[config.mk]
export PLATFORM = sky130hd
export DESIGN_NAME = ucp_cell_port
export DESIGN_NICKNAME = d
export VERILOG_FILES = /design/src/ucp_cell_port.v /design/src/ucp_sync.v
export VERILOG_INCLUDE_DIRS = /design/src
export SDC_FILE = /design/constraint.sdc
export NUM_CORES = 1
export LEC_CHECK = 0
export BUFFER_PORTS_ARGS = -buffer_cell sky130_fd_sc_hd__buf_2
export CAP_MARGIN = 0
export CORE_MARGIN = 10
export CORE_UTILIZATION = 50
export DETAILED_ROUTE_END_ITERATION = 8
export MAX_ROUTING_LAYER = met4
export PLACE_DENSITY = 0.8
export SLEW_MARGIN = 20
export SYNTH_ARGS = -nofsm -noshare
export SYNTH_HDL_FRONTEND = slang
export SYNTH_SLANG_ARGS = --single-unit
[constraint.sdc]
create_clock -name clk -period 2.1 [get_ports clk]
set_input_delay 0.21 -clock clk [delete_from_list [all_inputs] [get_ports clk]]
set_output_delay 0.21 -clock clk [all_outputs]
set_load 0.05 [all_outputs]
[src/ucp_defines.vh]
// Purpose: shared constants of the cell port and PHY control block
// Assumes: included by bare name from the design files
// Notes: definitions only
`ifndef UCP_DEFINES_VH
`define UCP_DEFINES_VH

// ---------------------------------------------------------------
// cell framing
// ---------------------------------------------------------------
`define UCP_CELL_BYTES 53
`define UCP_CNT_W 6

// ---------------------------------------------------------------
// pin sampling
// ---------------------------------------------------------------
`define UCP_SYNC_STAGES 2
`define UCP_RX_LAT 3
`define UCP_RX_DRAIN 4

// ---------------------------------------------------------------
// phy control timing
// ---------------------------------------------------------------
`define UCP_PHY_RST_CYCLES 17
`define UCP_CTL_ACCESS_CYCLES 4

// ---------------------------------------------------------------
// state codes
// ---------------------------------------------------------------
`define UCP_RX_IDLE 2'h0
`define UCP_RX_READ 2'h1
`define UCP_RX_DRAIN_ST 2'h2
`define UCP_TX_IDLE 1'h0
`define UCP_TX_CELL 1'h1
`define UCP_CTL_IDLE 1'h0
`define UCP_CTL_BUSY 1'h1

`endif

[src/ucp_cell_port.v]
// Purpose: ATM-layer end of an 8-bit cell interface plus PHY control port
// Assumes: clk 20 MHz, rstn synchronous active low, PHY pins sampled by two flops
// Notes: link clocks are forwarded copies of clk; pin latency is hidden by
//   tracking the accept history, so octet mode may overrun the PHY by a few bytes
`include "ucp_defines.vh"

module ucp_cell_port #(
  parameter CELL_BYTES = `UCP_CELL_BYTES,
  parameter PHY_RST_CYCLES = `UCP_PHY_RST_CYCLES,
  parameter CTL_ACCESS_CYCLES = `UCP_CTL_ACCESS_CYCLES
) (
  input wire clk,
  input wire rstn,
  // configuration
  input wire handshakeLevelSelect,
  input wire externalPhySelect,
  input wire swReset,
  // receive pins
  input wire [7:0] rxByteBus,
  input wire rxCellStart,
  input wire rxEmptyAvail,
  output reg rxAcceptN_q,
  output wire rxLinkClock,
  // receive user side
  input wire rxReady,
  output reg [7:0] rxData_q,
  output reg rxValid_q,
  output reg rxSoc_q,
  // transmit pins
  output reg [7:0] txByteBus_q,
  output reg txCellStart_q,
  output reg txValidN_q,
  input wire txFullRoom,
  output wire txLinkClock,
  // transmit user side
  input wire [7:0] txData,
  input wire txSoc,
  input wire txValid,
  output wire txReady,
  // phy control pins
  output reg phyCtlDirection_q,
  output wire phyCtlDirectionOe,
  output reg phyReadEnableN_q,
  output reg phySelectN_q,
  output wire phySelectOe,
  input wire signalDetectIn,
  input wire phyIrqN,
  output reg phyResetOutN_q,
  // phy control user side
  input wire ctlReq,
  input wire ctlRead,
  output wire ctlBusy,
  output reg ctlDone_q,
  output reg phyIrqPending_q,
  output reg signalDetect_q
);

  // ---------------------------------------------------------------
  // pin synchronisers
  // ---------------------------------------------------------------
  wire [7:0] rxByteSync;
  wire rxStartSync;
  wire rxAvailSync;
  wire txRoomSync;
  wire detectSync;
  wire irqNSync;

  ucp_sync #(
    .WIDTH(10),
    .RESET_VAL(10'h000)
  ) uRxSync (
    .clk(clk),
    .rstn(rstn),
    .asyncIn({rxEmptyAvail, rxCellStart, rxByteBus}),
    .syncOut({rxAvailSync, rxStartSync, rxByteSync})
  );

  ucp_sync #(
    .WIDTH(3),
    .RESET_VAL(3'h2)
  ) uMiscSync (
    .clk(clk),
    .rstn(rstn),
    .asyncIn({txFullRoom, phyIrqN, signalDetectIn}),
    .syncOut({txRoomSync, irqNSync, detectSync})
  );

  // ---------------------------------------------------------------
  // link clocks
  // ---------------------------------------------------------------
  assign rxLinkClock = clk;
  assign txLinkClock = clk;

  // ---------------------------------------------------------------
  // receive side
  // ---------------------------------------------------------------
  // the pins reach the logic three edges after the accept that asked for them,
  // so the accept history is delayed to line up with the synchronised bus
  reg [`UCP_RX_LAT-1:0] acceptHist_q;
  reg [1:0] rxState_q;
  reg [1:0] rxState_d;
  reg [`UCP_CNT_W-1:0] rxCount_q;
  reg [`UCP_CNT_W-1:0] rxCount_d;
  reg rxAcceptN_d;
  wire rxAligned;
  wire rxByteOk;

  assign rxAligned = acceptHist_q[`UCP_RX_LAT-1];
  // octet mode needs the not-empty level, cell mode trusts the granted slots
  assign rxByteOk = handshakeLevelSelect ? rxAligned : (rxAligned & rxAvailSync);

  always @* begin
    rxState_d = rxState_q;
    rxCount_d = rxCount_q;
    rxAcceptN_d = 1'b1;
    if (handshakeLevelSelect) begin
      case (rxState_q)
        `UCP_RX_IDLE: begin
          if (rxAvailSync && rxReady) begin
            rxState_d = `UCP_RX_READ;
            rxCount_d = {`UCP_CNT_W{1'b0}};
            rxAcceptN_d = 1'b0;
          end
        end
        `UCP_RX_READ: begin
          if (rxCount_q == CELL_BYTES[`UCP_CNT_W-1:0] - 6'h01) begin
            rxState_d = `UCP_RX_DRAIN_ST;
            rxCount_d = {`UCP_CNT_W{1'b0}};
          end else begin
            rxCount_d = rxCount_q + 6'h01;
            rxAcceptN_d = 1'b0;
          end
        end
        `UCP_RX_DRAIN_ST: begin
          // wait until cell-available reflects the state after this cell
          if (rxCount_q == `UCP_RX_DRAIN - 1) begin
            rxState_d = `UCP_RX_IDLE;
          end else begin
            rxCount_d = rxCount_q + 6'h01;
          end
        end
        default: begin
          rxState_d = `UCP_RX_IDLE;
        end
      endcase
    end else begin
      rxState_d = `UCP_RX_IDLE;
      rxCount_d = {`UCP_CNT_W{1'b0}};
      rxAcceptN_d = ~rxReady;
    end
  end

  // receive logic is not gated by the phy mode, so an external fifo works too
  always @(posedge clk) begin
    if (!rstn) begin
      rxState_q <= `UCP_RX_IDLE;
      rxCount_q <= {`UCP_CNT_W{1'b0}};
      rxAcceptN_q <= 1'b1;
      acceptHist_q <= {`UCP_RX_LAT{1'b0}};
      rxData_q <= 8'h00;
      rxValid_q <= 1'b0;
      rxSoc_q <= 1'b0;
    end else begin
      rxState_q <= rxState_d;
      rxCount_q <= rxCount_d;
      rxAcceptN_q <= rxAcceptN_d;
      acceptHist_q <= {acceptHist_q[`UCP_RX_LAT-2:0], ~rxAcceptN_q};
      rxValid_q <= rxByteOk;
      if (rxByteOk) begin
        rxData_q <= rxByteSync;
        rxSoc_q <= rxStartSync;
      end else begin
        rxSoc_q <= 1'b0;
      end
    end
  end

  // ---------------------------------------------------------------
  // transmit side
  // ---------------------------------------------------------------
  reg txState_q;
  reg txState_d;
  reg [`UCP_CNT_W-1:0] txCount_q;
  reg [`UCP_CNT_W-1:0] txCount_d;
  reg txOpen;
  wire txTake;

  // octet mode: full (low) stalls; cell mode: room checked only at cell start
  always @* begin
    txOpen = 1'b0;
    if (handshakeLevelSelect) begin
      txOpen = (txState_q == `UCP_TX_CELL) | txRoomSync;
    end else begin
      txOpen = txRoomSync;
    end
  end

  assign txReady = txOpen;
  assign txTake = txValid & txOpen;

  always @* begin
    txState_d = txState_q;
    txCount_d = txCount_q;
    if (handshakeLevelSelect) begin
      case (txState_q)
        `UCP_TX_IDLE: begin
          if (txTake && txSoc) begin
            txState_d = `UCP_TX_CELL;
            txCount_d = 6'h01;
          end
        end
        `UCP_TX_CELL: begin
          if (txTake) begin
            if (txCount_q == CELL_BYTES[`UCP_CNT_W-1:0] - 6'h01) begin
              txState_d = `UCP_TX_IDLE;
              txCount_d = {`UCP_CNT_W{1'b0}};
            end else begin
              txCount_d = txCount_q + 6'h01;
            end
          end
        end
        default: begin
          txState_d = `UCP_TX_IDLE;
        end
      endcase
    end else begin
      txState_d = `UCP_TX_IDLE;
      txCount_d = {`UCP_CNT_W{1'b0}};
    end
  end

  always @(posedge clk) begin
    if (!rstn) begin
      txState_q <= `UCP_TX_IDLE;
      txCount_q <= {`UCP_CNT_W{1'b0}};
      txByteBus_q <= 8'h00;
      txCellStart_q <= 1'b0;
      txValidN_q <= 1'b1;
    end else begin
      txState_q <= txState_d;
      txCount_q <= txCount_d;
      // a byte taken in cell mode outside a cell without a start mark is dropped
      if (txTake && (!handshakeLevelSelect || txState_q == `UCP_TX_CELL || txSoc)) begin
        txByteBus_q <= txData;
        txValidN_q <= 1'b0;
        txCellStart_q <= handshakeLevelSelect ? (txState_q == `UCP_TX_IDLE) : txSoc;
      end else begin
        txValidN_q <= 1'b1;
        txCellStart_q <= 1'b0;
      end
    end
  end

  // ---------------------------------------------------------------
  // phy control access
  // ---------------------------------------------------------------
  reg ctlState_q;
  reg [`UCP_CNT_W-1:0] ctlCount_q;

  assign ctlBusy = (ctlState_q == `UCP_CTL_BUSY);
  assign phySelectOe = externalPhySelect;
  assign phyCtlDirectionOe = externalPhySelect;

  always @(posedge clk) begin
    if (!rstn) begin
      ctlState_q <= `UCP_CTL_IDLE;
      ctlCount_q <= {`UCP_CNT_W{1'b0}};
      phyCtlDirection_q <= 1'b0;
      phyReadEnableN_q <= 1'b1;
      phySelectN_q <= 1'b1;
      ctlDone_q <= 1'b0;
    end else begin
      ctlDone_q <= 1'b0;
      case (ctlState_q)
        `UCP_CTL_IDLE: begin
          if (ctlReq && externalPhySelect) begin
            ctlState_q <= `UCP_CTL_BUSY;
            ctlCount_q <= {`UCP_CNT_W{1'b0}};
            phyCtlDirection_q <= ctlRead;
            phyReadEnableN_q <= ~ctlRead;
            phySelectN_q <= 1'b0;
          end
        end
        `UCP_CTL_BUSY: begin
          if (ctlCount_q == CTL_ACCESS_CYCLES[`UCP_CNT_W-1:0] - 6'h01) begin
            ctlState_q <= `UCP_CTL_IDLE;
            phyReadEnableN_q <= 1'b1;
            phySelectN_q <= 1'b1;
            ctlDone_q <= 1'b1;
          end else begin
            ctlCount_q <= ctlCount_q + 6'h01;
          end
        end
        default: begin
          ctlState_q <= `UCP_CTL_IDLE;
        end
      endcase
    end
  end

  // ---------------------------------------------------------------
  // phy interrupt and signal detect
  // ---------------------------------------------------------------
  always @(posedge clk) begin
    if (!rstn) begin
      phyIrqPending_q <= 1'b0;
      signalDetect_q <= 1'b0;
    end else begin
      // level follows the pin; clearing is done at the phy itself
      phyIrqPending_q <= externalPhySelect & ~irqNSync;
      signalDetect_q <= ~externalPhySelect & detectSync;
    end
  end

  // ---------------------------------------------------------------
  // phy reset stretcher
  // ---------------------------------------------------------------
  reg [`UCP_CNT_W-1:0] rstCount_q;

  always @(posedge clk) begin
    if (!rstn) begin
      rstCount_q <= PHY_RST_CYCLES[`UCP_CNT_W-1:0];
      phyResetOutN_q <= 1'b0;
    end else if (swReset) begin
      rstCount_q <= PHY_RST_CYCLES[`UCP_CNT_W-1:0];
      phyResetOutN_q <= 1'b0;
    end else if (rstCount_q != {`UCP_CNT_W{1'b0}}) begin
      rstCount_q <= rstCount_q - 6'h01;
      phyResetOutN_q <= (rstCount_q == 6'h01);
    end else begin
      phyResetOutN_q <= 1'b1;
    end
  end

endmodule

[src/ucp_sync.v]
// Purpose: two-flop synchroniser for pin inputs
// Assumes: clk is the system clock, rstn synchronous active low
// Notes: stage one is read only by stage two
module ucp_sync #(
  parameter WIDTH = 1,
  parameter [WIDTH-1:0] RESET_VAL = {WIDTH{1'b0}}
) (
  input wire clk,
  input wire rstn,
  input wire [WIDTH-1:0] asyncIn,
  output wire [WIDTH-1:0] syncOut
);

  reg [WIDTH-1:0] stage1_q;
  reg [WIDTH-1:0] stage2_q;

  always @(posedge clk) begin
    if (!rstn) begin
      stage1_q <= RESET_VAL;
      stage2_q <= RESET_VAL;
    end else begin
      stage1_q <= asyncIn;
      stage2_q <= stage1_q;
    end
  end

  assign syncOut = stage2_q;

endmodule
==> key figures, run 1 <==
Synthesis
  • Post-synthesis instance area: between 3000 and 4000 um2
  • Post-synth cell types: 53
  • Post-synthesis cell type with the largest combined area: dfxtp_1
  • Seq/Total Area, Yosys: 0.502
  • Number of warnings issued by yosys: 0
  • Ranking of synthesized cells by area: dfxtp_1 50%, and2_1 5.5%, ha_1 4.1%
  • Share of the synthesized area in the top cell type: 0.502
  • Number of nets produced by synthesis: roughly 400
  • Post-synth ARST share: 0
  • Number of storage elements in the synthesis netlist: 85
  • Most instantiated flip-flop cell in the synthesis netlist: dfxtp_1
  • Syn avg cell area: about 9.6 um2
  • Syn Inst Count: around 360
  • EDFF count, synth: 0

STA
  • Final setup violation count: 0
  • Shortest clock period the worst path allows after layout: between 1500 and 2000 ps
  • Clock Skews: slightly below 9 ps
  • Tightest slew margin relative to the limit: 0.592
  • Final Slew Violations: 0
  • Sum Neg Setup Slack: 0 ps
  • Final cycle utilization of the critical path: 0.941
  • Count of endpoints failing hold in the final timing report: 0
  • Worst-margin pin slew: 607 ps
  • Top achievable clock speed: a little over 500 MHz
  • Worst setup slack after layout: 124 ps
  • RSZ-0062 raised after global routing: no

CTS
  • Post-CTS Hold Fix Bufs: 24
  • Post-CTS Setup Bufs: 0
  • Clock latency on the worst-skew pair: 460 ps
  • Clock tree from TritonCTS: built
  • Count of cells resized by post-cts repair: 0
  • Clock transition time at the flip-flop clock pins of the worst setup and hold paths: about 90 ps

Floorplan
  • Initial Utilization: 0.525
  • Die outline width: about 100 um
  • Ports: 65
  • Area of the core: 6460 um2
  • Row Count: 29
  • Height of the chip: just over 100 um
  • Die area: ~10000 um2

Critical path
  • Reg2Reg Depth: 5
  • Worst flop-to-flop path endpoint: rxCount_q[2]$_SDFFE_PN0P_
  • CP Capture Type: flop
  • R2r startpoint: rxCount_q[1]$_SDFFE_PN0P_
  • Arrival time reported for the critical path endpoint: ~2300 ps
  • Critical path start-end classification: flop to flop
  • Launching element type of the critical path: flop
  • Worst EP required: approximately 2500 ps
  • Slack of the worst reg-to-reg path: 120 ps
  • Crit path max fanout: 6

Final layout
  • Number of cells in the finished layout apart from fillers: around 530
  • Nets: between 400 and 500
  • Commonest cells after routing, fill and taps aside: 85 x dfxtp_1, 64 x buf_2, 30 x and2_1
  • Commonest non-fill, non-tap cell in the layout: dfxtp_1
  • Fill count: 517
  • Diode insertion count for antenna repair: 0
  • Final instance area: between 4000 and 5000 um2
  • Area growth syn-to-layout: 25.5%
  • Ratio of cells with drive above 1 in the final layout: 0.216

GRT
  • Pin count of the biggest net entering global routing: 26
  • Via count of the first global-routing pass: 2760
  • Global-route congestion overflow total: 0
  • Routing usage on met2: 0.254
  • Total Routing Usage GR: 0.161
  • Gr busiest metal: met2
  • Global-route wire length before repair: roughly 13 mm
  • Antenna violations before repair: 0
  • Global Route met3 Usage: 0.0540
  • Met1 capacity usage during global routing: 0.180

Hold path
  • Start point of the worst min-delay path: txSoc
  • Classification of the worst-slack hold path: input port to flop
  • End point of the worst hold path: txCellStart_q$_SDFF_PN0_
  • Hold Path Cell Cnt: 3

Pwr
  • Lkg Pwr: between 1.5 and 2 nW
  • Worst VDD drop: 0.839 mV
  • Power density cells: just over 800 nW/um2

Drt
  • Average via count per standard cell: 5.37
  • Antenna Nets Post-Route: 0
  • DRC Markers: 0
  • Count of vias placed by the detailed router: approximately 2800
  • First-iteration detailed-routing DRC count: between 90 and 100
  • Total Wirelength: around 7.8 mm
  • Pre-antenna DRT Iters: 4
  • Final routed wire length divided by cell count: ~15 um

Placed design
  • Post-place instance area: about 3800 um2
  • Placed cell count: a little under 500
  • Placer's final routability congestion estimate: 0.908
  • Worst slack at placement: approximately 170 ps
  • Number of I/O port buffers: 64
  • Placed wire-length estimate after detailed placement: about 5.3 mm

Flow run
  • # Max-Cap Violations: 0

Status
  • Result of the run: complete, no violations
worst max path at each step:
| stage | cells after the start | end | slack (ps) | startpoint |
|---|---|---|---|---|
| 3_5_place_dp | 5 | rxCount_q[2]$_SDFFE_PN0P_ | 170 | rxCount_q[1]$_SDFFE_PN0P_ |
| 3_3_place_gp | 5 | rxCount_q[0]$_SDFFE_PN0P_ | 310 | rxCount_q[1]$_SDFFE_PN0P_ |
| 2_1_floorplan | 5 | txCount_q[3]$_SDFFE_PN0P_ | 290 | txState_q$_SDFF_PN0_ |
| 6_report | 5 | rxCount_q[2]$_SDFFE_PN0P_ | 120 | rxCount_q[1]$_SDFFE_PN0P_ |
| 5_1_grt | 5 | rxCount_q[2]$_SDFFE_PN0P_ | 50 | rxCount_q[0]$_SDFFE_PN0P_ |
| 4_1_cts | 5 | rxCount_q[2]$_SDFFE_PN0P_ | 150 | rxCount_q[1]$_SDFFE_PN0P_ |
where the power goes:
| group | switching [mW] | internal [mW] |
|---|---|---|
| clock | 0.795 | 0.778 |
| sequential | 0.0220 | 1.65 |
| combinational | 0.147 | 0.105 |
cell usage after synthesis, drive strengths merged (2+ instances only):
library cell	instances
or4b	2
nand4	3
xor2	3
a311oi	2
buf	9
mux2i	11
nor2	25
a21o	2
o211a	3
nor3	6
or3	2
nand3	18
o211ai	5
xnor2	6
nor4	2
and4	2
a221oi	3
a21boi	3
nand3b	3
nor4b	3
a31oi	6
nand2	20
a21oi	18
nand2b	6
ha	11
a211oi	6
o21ai	18
dfxtp	85
and2	30
a41oi	2
inv	16
clkbuf	8
a22oi	2
and3	2
cells by family after synthesis:
group,synth area share
multiplexers,0.0358
AND/OR/NAND/NOR,0.210
adder cells (fa/ha/maj),0.0406
XOR/XNOR,0.0232
buffers and inverters,0.0424
AO/OA/AOI/OAI,0.146
flip-flops,0.502
state kept, by name, summed over array words and instances, names as in the netlist, 2 cells and up:
| register | count |
|---|---|
| txCount_q | 6 |
| txByteBus_q | 8 |
| uRxSync.syncOut | 10 |
| acceptHist_q | 3 |
| rxState_q | 2 |
| uMiscSync.syncOut | 3 |
| rxCount_q | 6 |
| ctlCount_q | 6 |
| rstCount_q | 6 |
| uMiscSync.stage1_q | 3 |
| rxData_q | 8 |
| uRxSync.stage1_q | 10 |
cell type report:
type / count / area (um2) / share of cell area
multi-input combinational: 237 / 1550 / 0.363
tap: 77 / 96.3 / 0.0226
clock buffer: 16 / 203 / 0.0476
sequential: 85 / 1700 / 0.400
timing repair buffer: 90 / 581 / 0.136
clock inverter: 6 / 70.1 / 0.0165
inverter: 16 / 60.1 / 0.0141
per-layer routing:
layer / up-vias / routed length, um
li1: 1419 / -
met1: 1314 / 3400
met2: 86 / 3750
met3: 11 / 509
met4: 0 / 115
met5: - / 0
critical path, stage by stage, from the launching register on:
cell and delay, ps:
dfxtp_1 410, ha_1 260, or4b_4 520, o211ai_2 220, nand2_2 150, a221oi_1 310
per-stage QoR:
step	utilization	hold WS [ps]	power, mW
finish	0.659	41.5	3.50
global route	0.659	64.8	3.65
CTS	0.659	24.0	3.54
detailed placement	0.581	382	2.11
global placement	0.581	369	2.10
floorplan	-	282	2.06
Power figures use the tool's default switching activity.
==> run 2: changes to the inputs <==
--- a/config.mk
+++ b/config.mk
@@ -6,13 +6,13 @@
 export SDC_FILE = /design/constraint.sdc
 export NUM_CORES = 1
 export LEC_CHECK = 0
-export BUFFER_PORTS_ARGS = -buffer_cell sky130_fd_sc_hd__buf_2
+export BUFFER_PORTS_ARGS = -buffer_cell sky130_fd_sc_hd__buf_4
 export CAP_MARGIN = 0
 export CORE_MARGIN = 10
 export CORE_UTILIZATION = 50
 export DETAILED_ROUTE_END_ITERATION = 8
 export MAX_ROUTING_LAYER = met4
-export PLACE_DENSITY = 0.8
+export PLACE_DENSITY_LB_ADDON = 0.15
 export SLEW_MARGIN = 20
 export SYNTH_ARGS = -nofsm -noshare
 export SYNTH_HDL_FRONTEND = slang
==> run 2 against run 1 <==
Effect of this change:
- sequential cell count did not move
- first-iteration DRC count did not move
- wire length fell by 6.2%
- sequential power barely moved
- clock-buffer cell count fell by 1
- critical path depth did not move
- fmax rose by 1.2%
- power rose by 1.9%
- register-to-register slack improved by 20 ps
==> key figures, run 2 (synthesis gave the netlist of run 1 again) <==
Status
  • Result of the run: complete, no violations

STA
  • Shortest clock period the worst path allows after layout: 1950 ps
  • Sum Neg Setup Slack: 0 ps
  • Final setup violation count: 0
  • RSZ-0062 raised after global routing: no
  • Final cycle utilization of the critical path: 0.930
  • Top achievable clock speed: 512 MHz
  • Final Slew Violations: 0
  • Clock Skews: 11.3 ps
  • Count of endpoints failing hold in the final timing report: 0
  • Worst-margin pin slew: 639 ps
  • Tightest slew margin relative to the limit: 0.570

Critical path
  • Worst EP required: around 2500 ps
  • CP Capture Type: flop
  • Critical path cell sequence: ha_1 -> or4b_4 -> o211ai_2 -> nand2_2 -> a221oi_1
  • Arrival time reported for the critical path endpoint: about 2300 ps
  • Delay of the slowest critical-path stage: around 520 ps
  • Launching element type of the critical path: flop
  • Critical path start-end classification: flop to flop
  • CP delay by family, top: simple AND/OR/NAND/NOR gates
  • CP bufs+invs: 0
  • Crit path max fanout: 6
  • Max stage delay cell, worst path: or4b_4

CTS
  • Post-CTS Hold Fix Bufs: 17
  • Clock latency on the worst-skew pair: between 400 and 500 ps
  • Clock tree from TritonCTS: built
  • Count of cells resized by post-cts repair: 0
  • Clock transition time at the flip-flop clock pins of the worst setup and hold paths: around 90 ps
  • Post-CTS Setup Bufs: 0

Final layout
  • Commonest non-fill, non-tap cell in the layout: dfxtp_1
  • Nets: ~480
  • Diode insertion count for antenna repair: 0
  • Final core utilization: 0.672
  • Commonest cells after routing, fill and taps aside: 85 x dfxtp_1, 67 x buf_4, 30 x and2_1
  • Area growth syn-to-layout: 28.0%
  • Ratio of cells with drive above 1 in the final layout: 0.217

Floorplan
  • Row Count: 29
  • Area of the core: 6460 um2
  • Die area: 10500 um2
  • Die outline width: approximately 100 um
  • Ports: 65
  • Height of the chip: around 100 um
  • Initial Utilization: 0.525

Drt
  • Average via count per standard cell: 5.34
  • Total Wirelength: about 7.3 mm
  • First-iteration detailed-routing DRC count: 97
  • Pre-antenna DRT Iters: 5
  • Count of vias placed by the detailed router: ~2800
  • Antenna Nets Post-Route: 0
  • DRC Markers: 0
  • Final routed wire length divided by cell count: about 14 um

GRT
  • Via count of the first global-routing pass: approximately 2700
  • Global-route wire length before repair: 11.5 mm
  • Met1 capacity usage during global routing: 0.160
  • Routing usage on met2: 0.219
  • Gr busiest metal: met2
  • Total Routing Usage GR: 0.142
  • Global-route congestion overflow total: 0
  • Global Route met3 Usage: 0.0412
  • Pin count of the biggest net entering global routing: 42
  • Antenna violations before repair: 0

Pwr
  • Lkg Pwr: 1.82 nW
  • Worst VDD drop: between 0.9 and 1 mV
  • Power density cells: between 800 and 900 nW/um2

Hold path
  • Classification of the worst-slack hold path: input port to flop

Placed design
  • Number of I/O port buffers: 64
  • Placed wire-length estimate after detailed placement: 5.06 mm
  • Placer's final routability congestion estimate: about 0.87

Flow run
  • # Max-Cap Violations: 0
## run 2: cell count changes in the layout (fill, tap and decap cells not counted)
cell	change
buf_2	-64
inv_8	+2
dlygate4sd3_1	-7
clkbuf_8	-1
inv_6	+1
clkinvlp_4	-2
buf_4	+63
## run 2: area by class of cell
cell class	instances	area, um2
Sequential cell	85	1700
Clock buffer	15	194
Multi-Input combinational cell	237	1550
Clock inverter	7	86.3
Timing Repair Buffer	82	658
Tap cell	77	96.3
Fill cell	520	2120
Inverter	16	60.1
## run 2: power breakdown
part	internal [mW]	switching [mW]
clock	0.791	0.836
sequential	1.65	0.0204
combinational	0.119	0.145
## run 2: metal layers
layer  wire length, um  part of all wire
met1              3340              0.46
met2              3340              0.46
met3               542             0.074
met4                82             0.011
met5                 0                 0
## run 2: final timing paths
kind                                    from  slack, ps                           to  cells past startpoint
max                rxCount_q[0]$_SDFFE_PN0P_        150    rxCount_q[0]$_SDFFE_PN0P_                      5
min                                txData[4]         20  txByteBus_q[4]$_SDFFE_PN0P_                      3
max reg2reg        rxCount_q[0]$_SDFFE_PN0P_        150    rxCount_q[0]$_SDFFE_PN0P_                      5
min reg2reg  uMiscSync.syncOut[1]$_SDFF_PN1_        390   phyIrqPending_q$_SDFF_PN0_                      1
## run 2: worst register-to-register path, cell delays in order, from the launching register on
cell and delay [ps]:
dfxtp_1 400, ha_1 260, or4b_4 520, o211ai_2 240
nand2_2 140, a221oi_1 290
## run 2: per-stage QoR
step	cell area (um2)	setup slack [ps]	hold slack, ps	power [mW]	std cells
3_3_place_gp	3910	289	371	2.15	482
5_1_grt	4340	44.7	7.30	3.70	519
3_5_place_dp	3910	161	379	2.15	482
4_1_cts	4340	138	2.66	3.61	519
2_1_floorplan	3390	295	282	2.06	355
6_report	4340	147	15.1	3.56	519
==> run 3: changes to the inputs <==
--- a/config.mk
+++ b/config.mk
@@ -9,7 +9,7 @@
 export BUFFER_PORTS_ARGS = -buffer_cell sky130_fd_sc_hd__buf_4
 export CAP_MARGIN = 0
 export CORE_MARGIN = 10
-export CORE_UTILIZATION = 50
+export CORE_UTILIZATION = 40
 export DETAILED_ROUTE_END_ITERATION = 8
 export MAX_ROUTING_LAYER = met4
 export PLACE_DENSITY_LB_ADDON = 0.15
==> run 3 against run 2 <==
Effect of this change:
- power down 0.94%
- final area up 0.23%
- global-route usage down 1.7 points
- critical path depth unchanged
- sequential share of layout area down 0.090 points
- clock power about the same
- via count down 3.0%
- non-clock buffer count down 2
- first-iteration DRC count up 35%
- clock skew up 1.4 ps
- critical endpoint unchanged
- highest routed layer unchanged
==> key figures, run 3 (synthesis gave the netlist of run 1 again) <==
GRT
  • Pin count of the biggest net entering global routing: 42
  • Antenna violations before repair: 0
  • Global-route congestion overflow total: 0
  • Via count of the first global-routing pass: 2648
  • Total Routing Usage GR: 0.125
  • Global-route wire length before repair: ~13 mm

Final layout
  • Diode insertion count for antenna repair: 0
  • Ratio of cells with drive above 1 in the final layout: 0.218
  • Fill count: ~750
  • Final instance area: 4350 um2
  • Commonest non-fill, non-tap cell in the layout: dfxtp_1
  • Area growth syn-to-layout: 28.3%
  • Nets: 477
  • Commonest cells after routing, fill and taps aside: 85 x dfxtp_1, 67 x buf_4, 30 x and2_1

Floorplan
  • Area of the core: about 8200 um2
  • Die area: 12600 um2
  • Die outline width: between 100 and 150 um
  • Height of the chip: 112 um
  • Ports: between 60 and 70
  • Row Count: 33
  • Initial Utilization: 0.413

Critical path
  • Launching element type of the critical path: flop
  • R2r startpoint: rxCount_q[1]$_SDFFE_PN0P_
  • Arrival time reported for the critical path endpoint: 2280 ps
  • CP Capture Type: flop
  • Slack of the worst reg-to-reg path: ~160 ps
  • Crit path max fanout: 6
  • Worst flop-to-flop path endpoint: rxCount_q[0]$_SDFFE_PN0P_
  • Worst EP required: 2440 ps
  • Reg2Reg Depth: 5
  • Critical path start-end classification: flop to flop

Drt
  • Total Wirelength: 7.61 mm
  • Count of vias placed by the detailed router: approximately 2700
  • Pre-antenna DRT Iters: 4
  • Final routed wire length divided by cell count: between 10 and 15 um
  • Average via count per standard cell: just under 5
  • Antenna Nets Post-Route: 0
  • First-iteration detailed-routing DRC count: about 130
  • DRC Markers: 0

STA
  • Top achievable clock speed: around 520 MHz
  • Count of endpoints failing hold in the final timing report: 0
  • Final Slew Violations: 0
  • Tightest slew margin relative to the limit: 0.574
  • Worst setup slack after layout: 164 ps
  • RSZ-0062 raised after global routing: no
  • Final setup violation count: 0
  • Clock Skews: roughly 13 ps
  • Sum Neg Setup Slack: 0 ps
  • Worst hold margin: about 16 ps
  • Worst-margin pin slew: between 600 and 700 ps
  • Shortest clock period the worst path allows after layout: between 1500 and 2000 ps
  • Final cycle utilization of the critical path: 0.922

Hold path
  • Hold Path Cell Cnt: 3
  • Start point of the worst min-delay path: ctlRead
  • End point of the worst hold path: phyCtlDirection_q$_SDFFE_PN0P_
  • Classification of the worst-slack hold path: input port to flop

CTS
  • Post-CTS Setup Bufs: 0
  • Clock tree from TritonCTS: built
  • Post-CTS Hold Fix Bufs: 15
  • Clock latency on the worst-skew pair: ~450 ps
  • Clock transition time at the flip-flop clock pins of the worst setup and hold paths: about 90 ps
  • Count of cells resized by post-cts repair: 0

Placed design
  • Number of I/O port buffers: 64
  • Placer's final routability congestion estimate: 0.876
  • Placed wire-length estimate after detailed placement: 5.46 mm
  • Post-place instance area: a little under 4000 um2
  • Worst slack at placement: 212 ps

Pwr
  • Worst VDD drop: around 0.76 mV
  • Power density cells: ~810 nW/um2
  • Lkg Pwr: ~1.8 nW

Status
  • Result of the run: complete, no violations

Flow run
  • # Max-Cap Violations: 0
run 3: stage by stage:
stage | instances | power [mW] | util
4_1_cts | 545 | 3.59 | 0.530
3_5_place_dp | 510 | 2.16 | 0.480
5_1_grt | 545 | 3.69 | 0.530
2_1_floorplan | 355 | 2.06 | -
3_3_place_gp | 510 | 2.15 | 0.480
6_report | 545 | 3.53 | 0.530
run 3: layer usage:
layer	up-vias	track usage	wire length, um
met5	-	-	0
met4	0	0.0626	112
met3	10	0.0426	427
met2	72	0.174	3320
met1	1201	0.157	3750
li1	1407	-	-
run 3: critical path: stages (launching register included):
cell	delay, ps
dfxtp_1	410
ha_1	260
or4b_4	520
o211ai_2	220
nand2_2	130
a221oi_1	300
run 3: final cells by class:
| type | count | area, um2 | share of cell area |
|---|---|---|---|
| multi-input combinational | 237 | 1550 | 0.355 |
| inverter | 16 | 60.1 | 0.0138 |
| clock inverter | 7 | 81.3 | 0.0187 |
| timing repair buffer | 80 | 638 | 0.147 |
| sequential | 85 | 1700 | 0.391 |
| clock buffer | 15 | 194 | 0.0446 |
| tap | 105 | 131 | 0.0302 |
run 3: worst max-delay path by stage:
stage	slack (ps)	to	start	cells after the start
finish	160	rxCount_q[0]$_SDFFE_PN0P_	rxCount_q[1]$_SDFFE_PN0P_	5
global route	70	rxCount_q[1]$_SDFFE_PN0P_	rxCount_q[1]$_SDFFE_PN0P_	5
CTS	180	rxCount_q[0]$_SDFFE_PN0P_	rxCount_q[1]$_SDFFE_PN0P_	5
detailed placement	210	rxCount_q[3]$_SDFFE_PN0P_	rxCount_q[1]$_SDFFE_PN0P_	5
global placement	280	rxCount_q[2]$_SDFFE_PN0P_	rxCount_q[1]$_SDFFE_PN0P_	5
floorplan	290	txCount_q[3]$_SDFFE_PN0P_	txState_q$_SDFF_PN0_	5
run 3: where the power goes:
group          switching, mW  leakage, nW  internal [mW]
logic                  0.146        0.973          0.116
registers             0.0204        0.693           1.65
clock network          0.815        0.144          0.781
total                  0.981         1.81           2.55
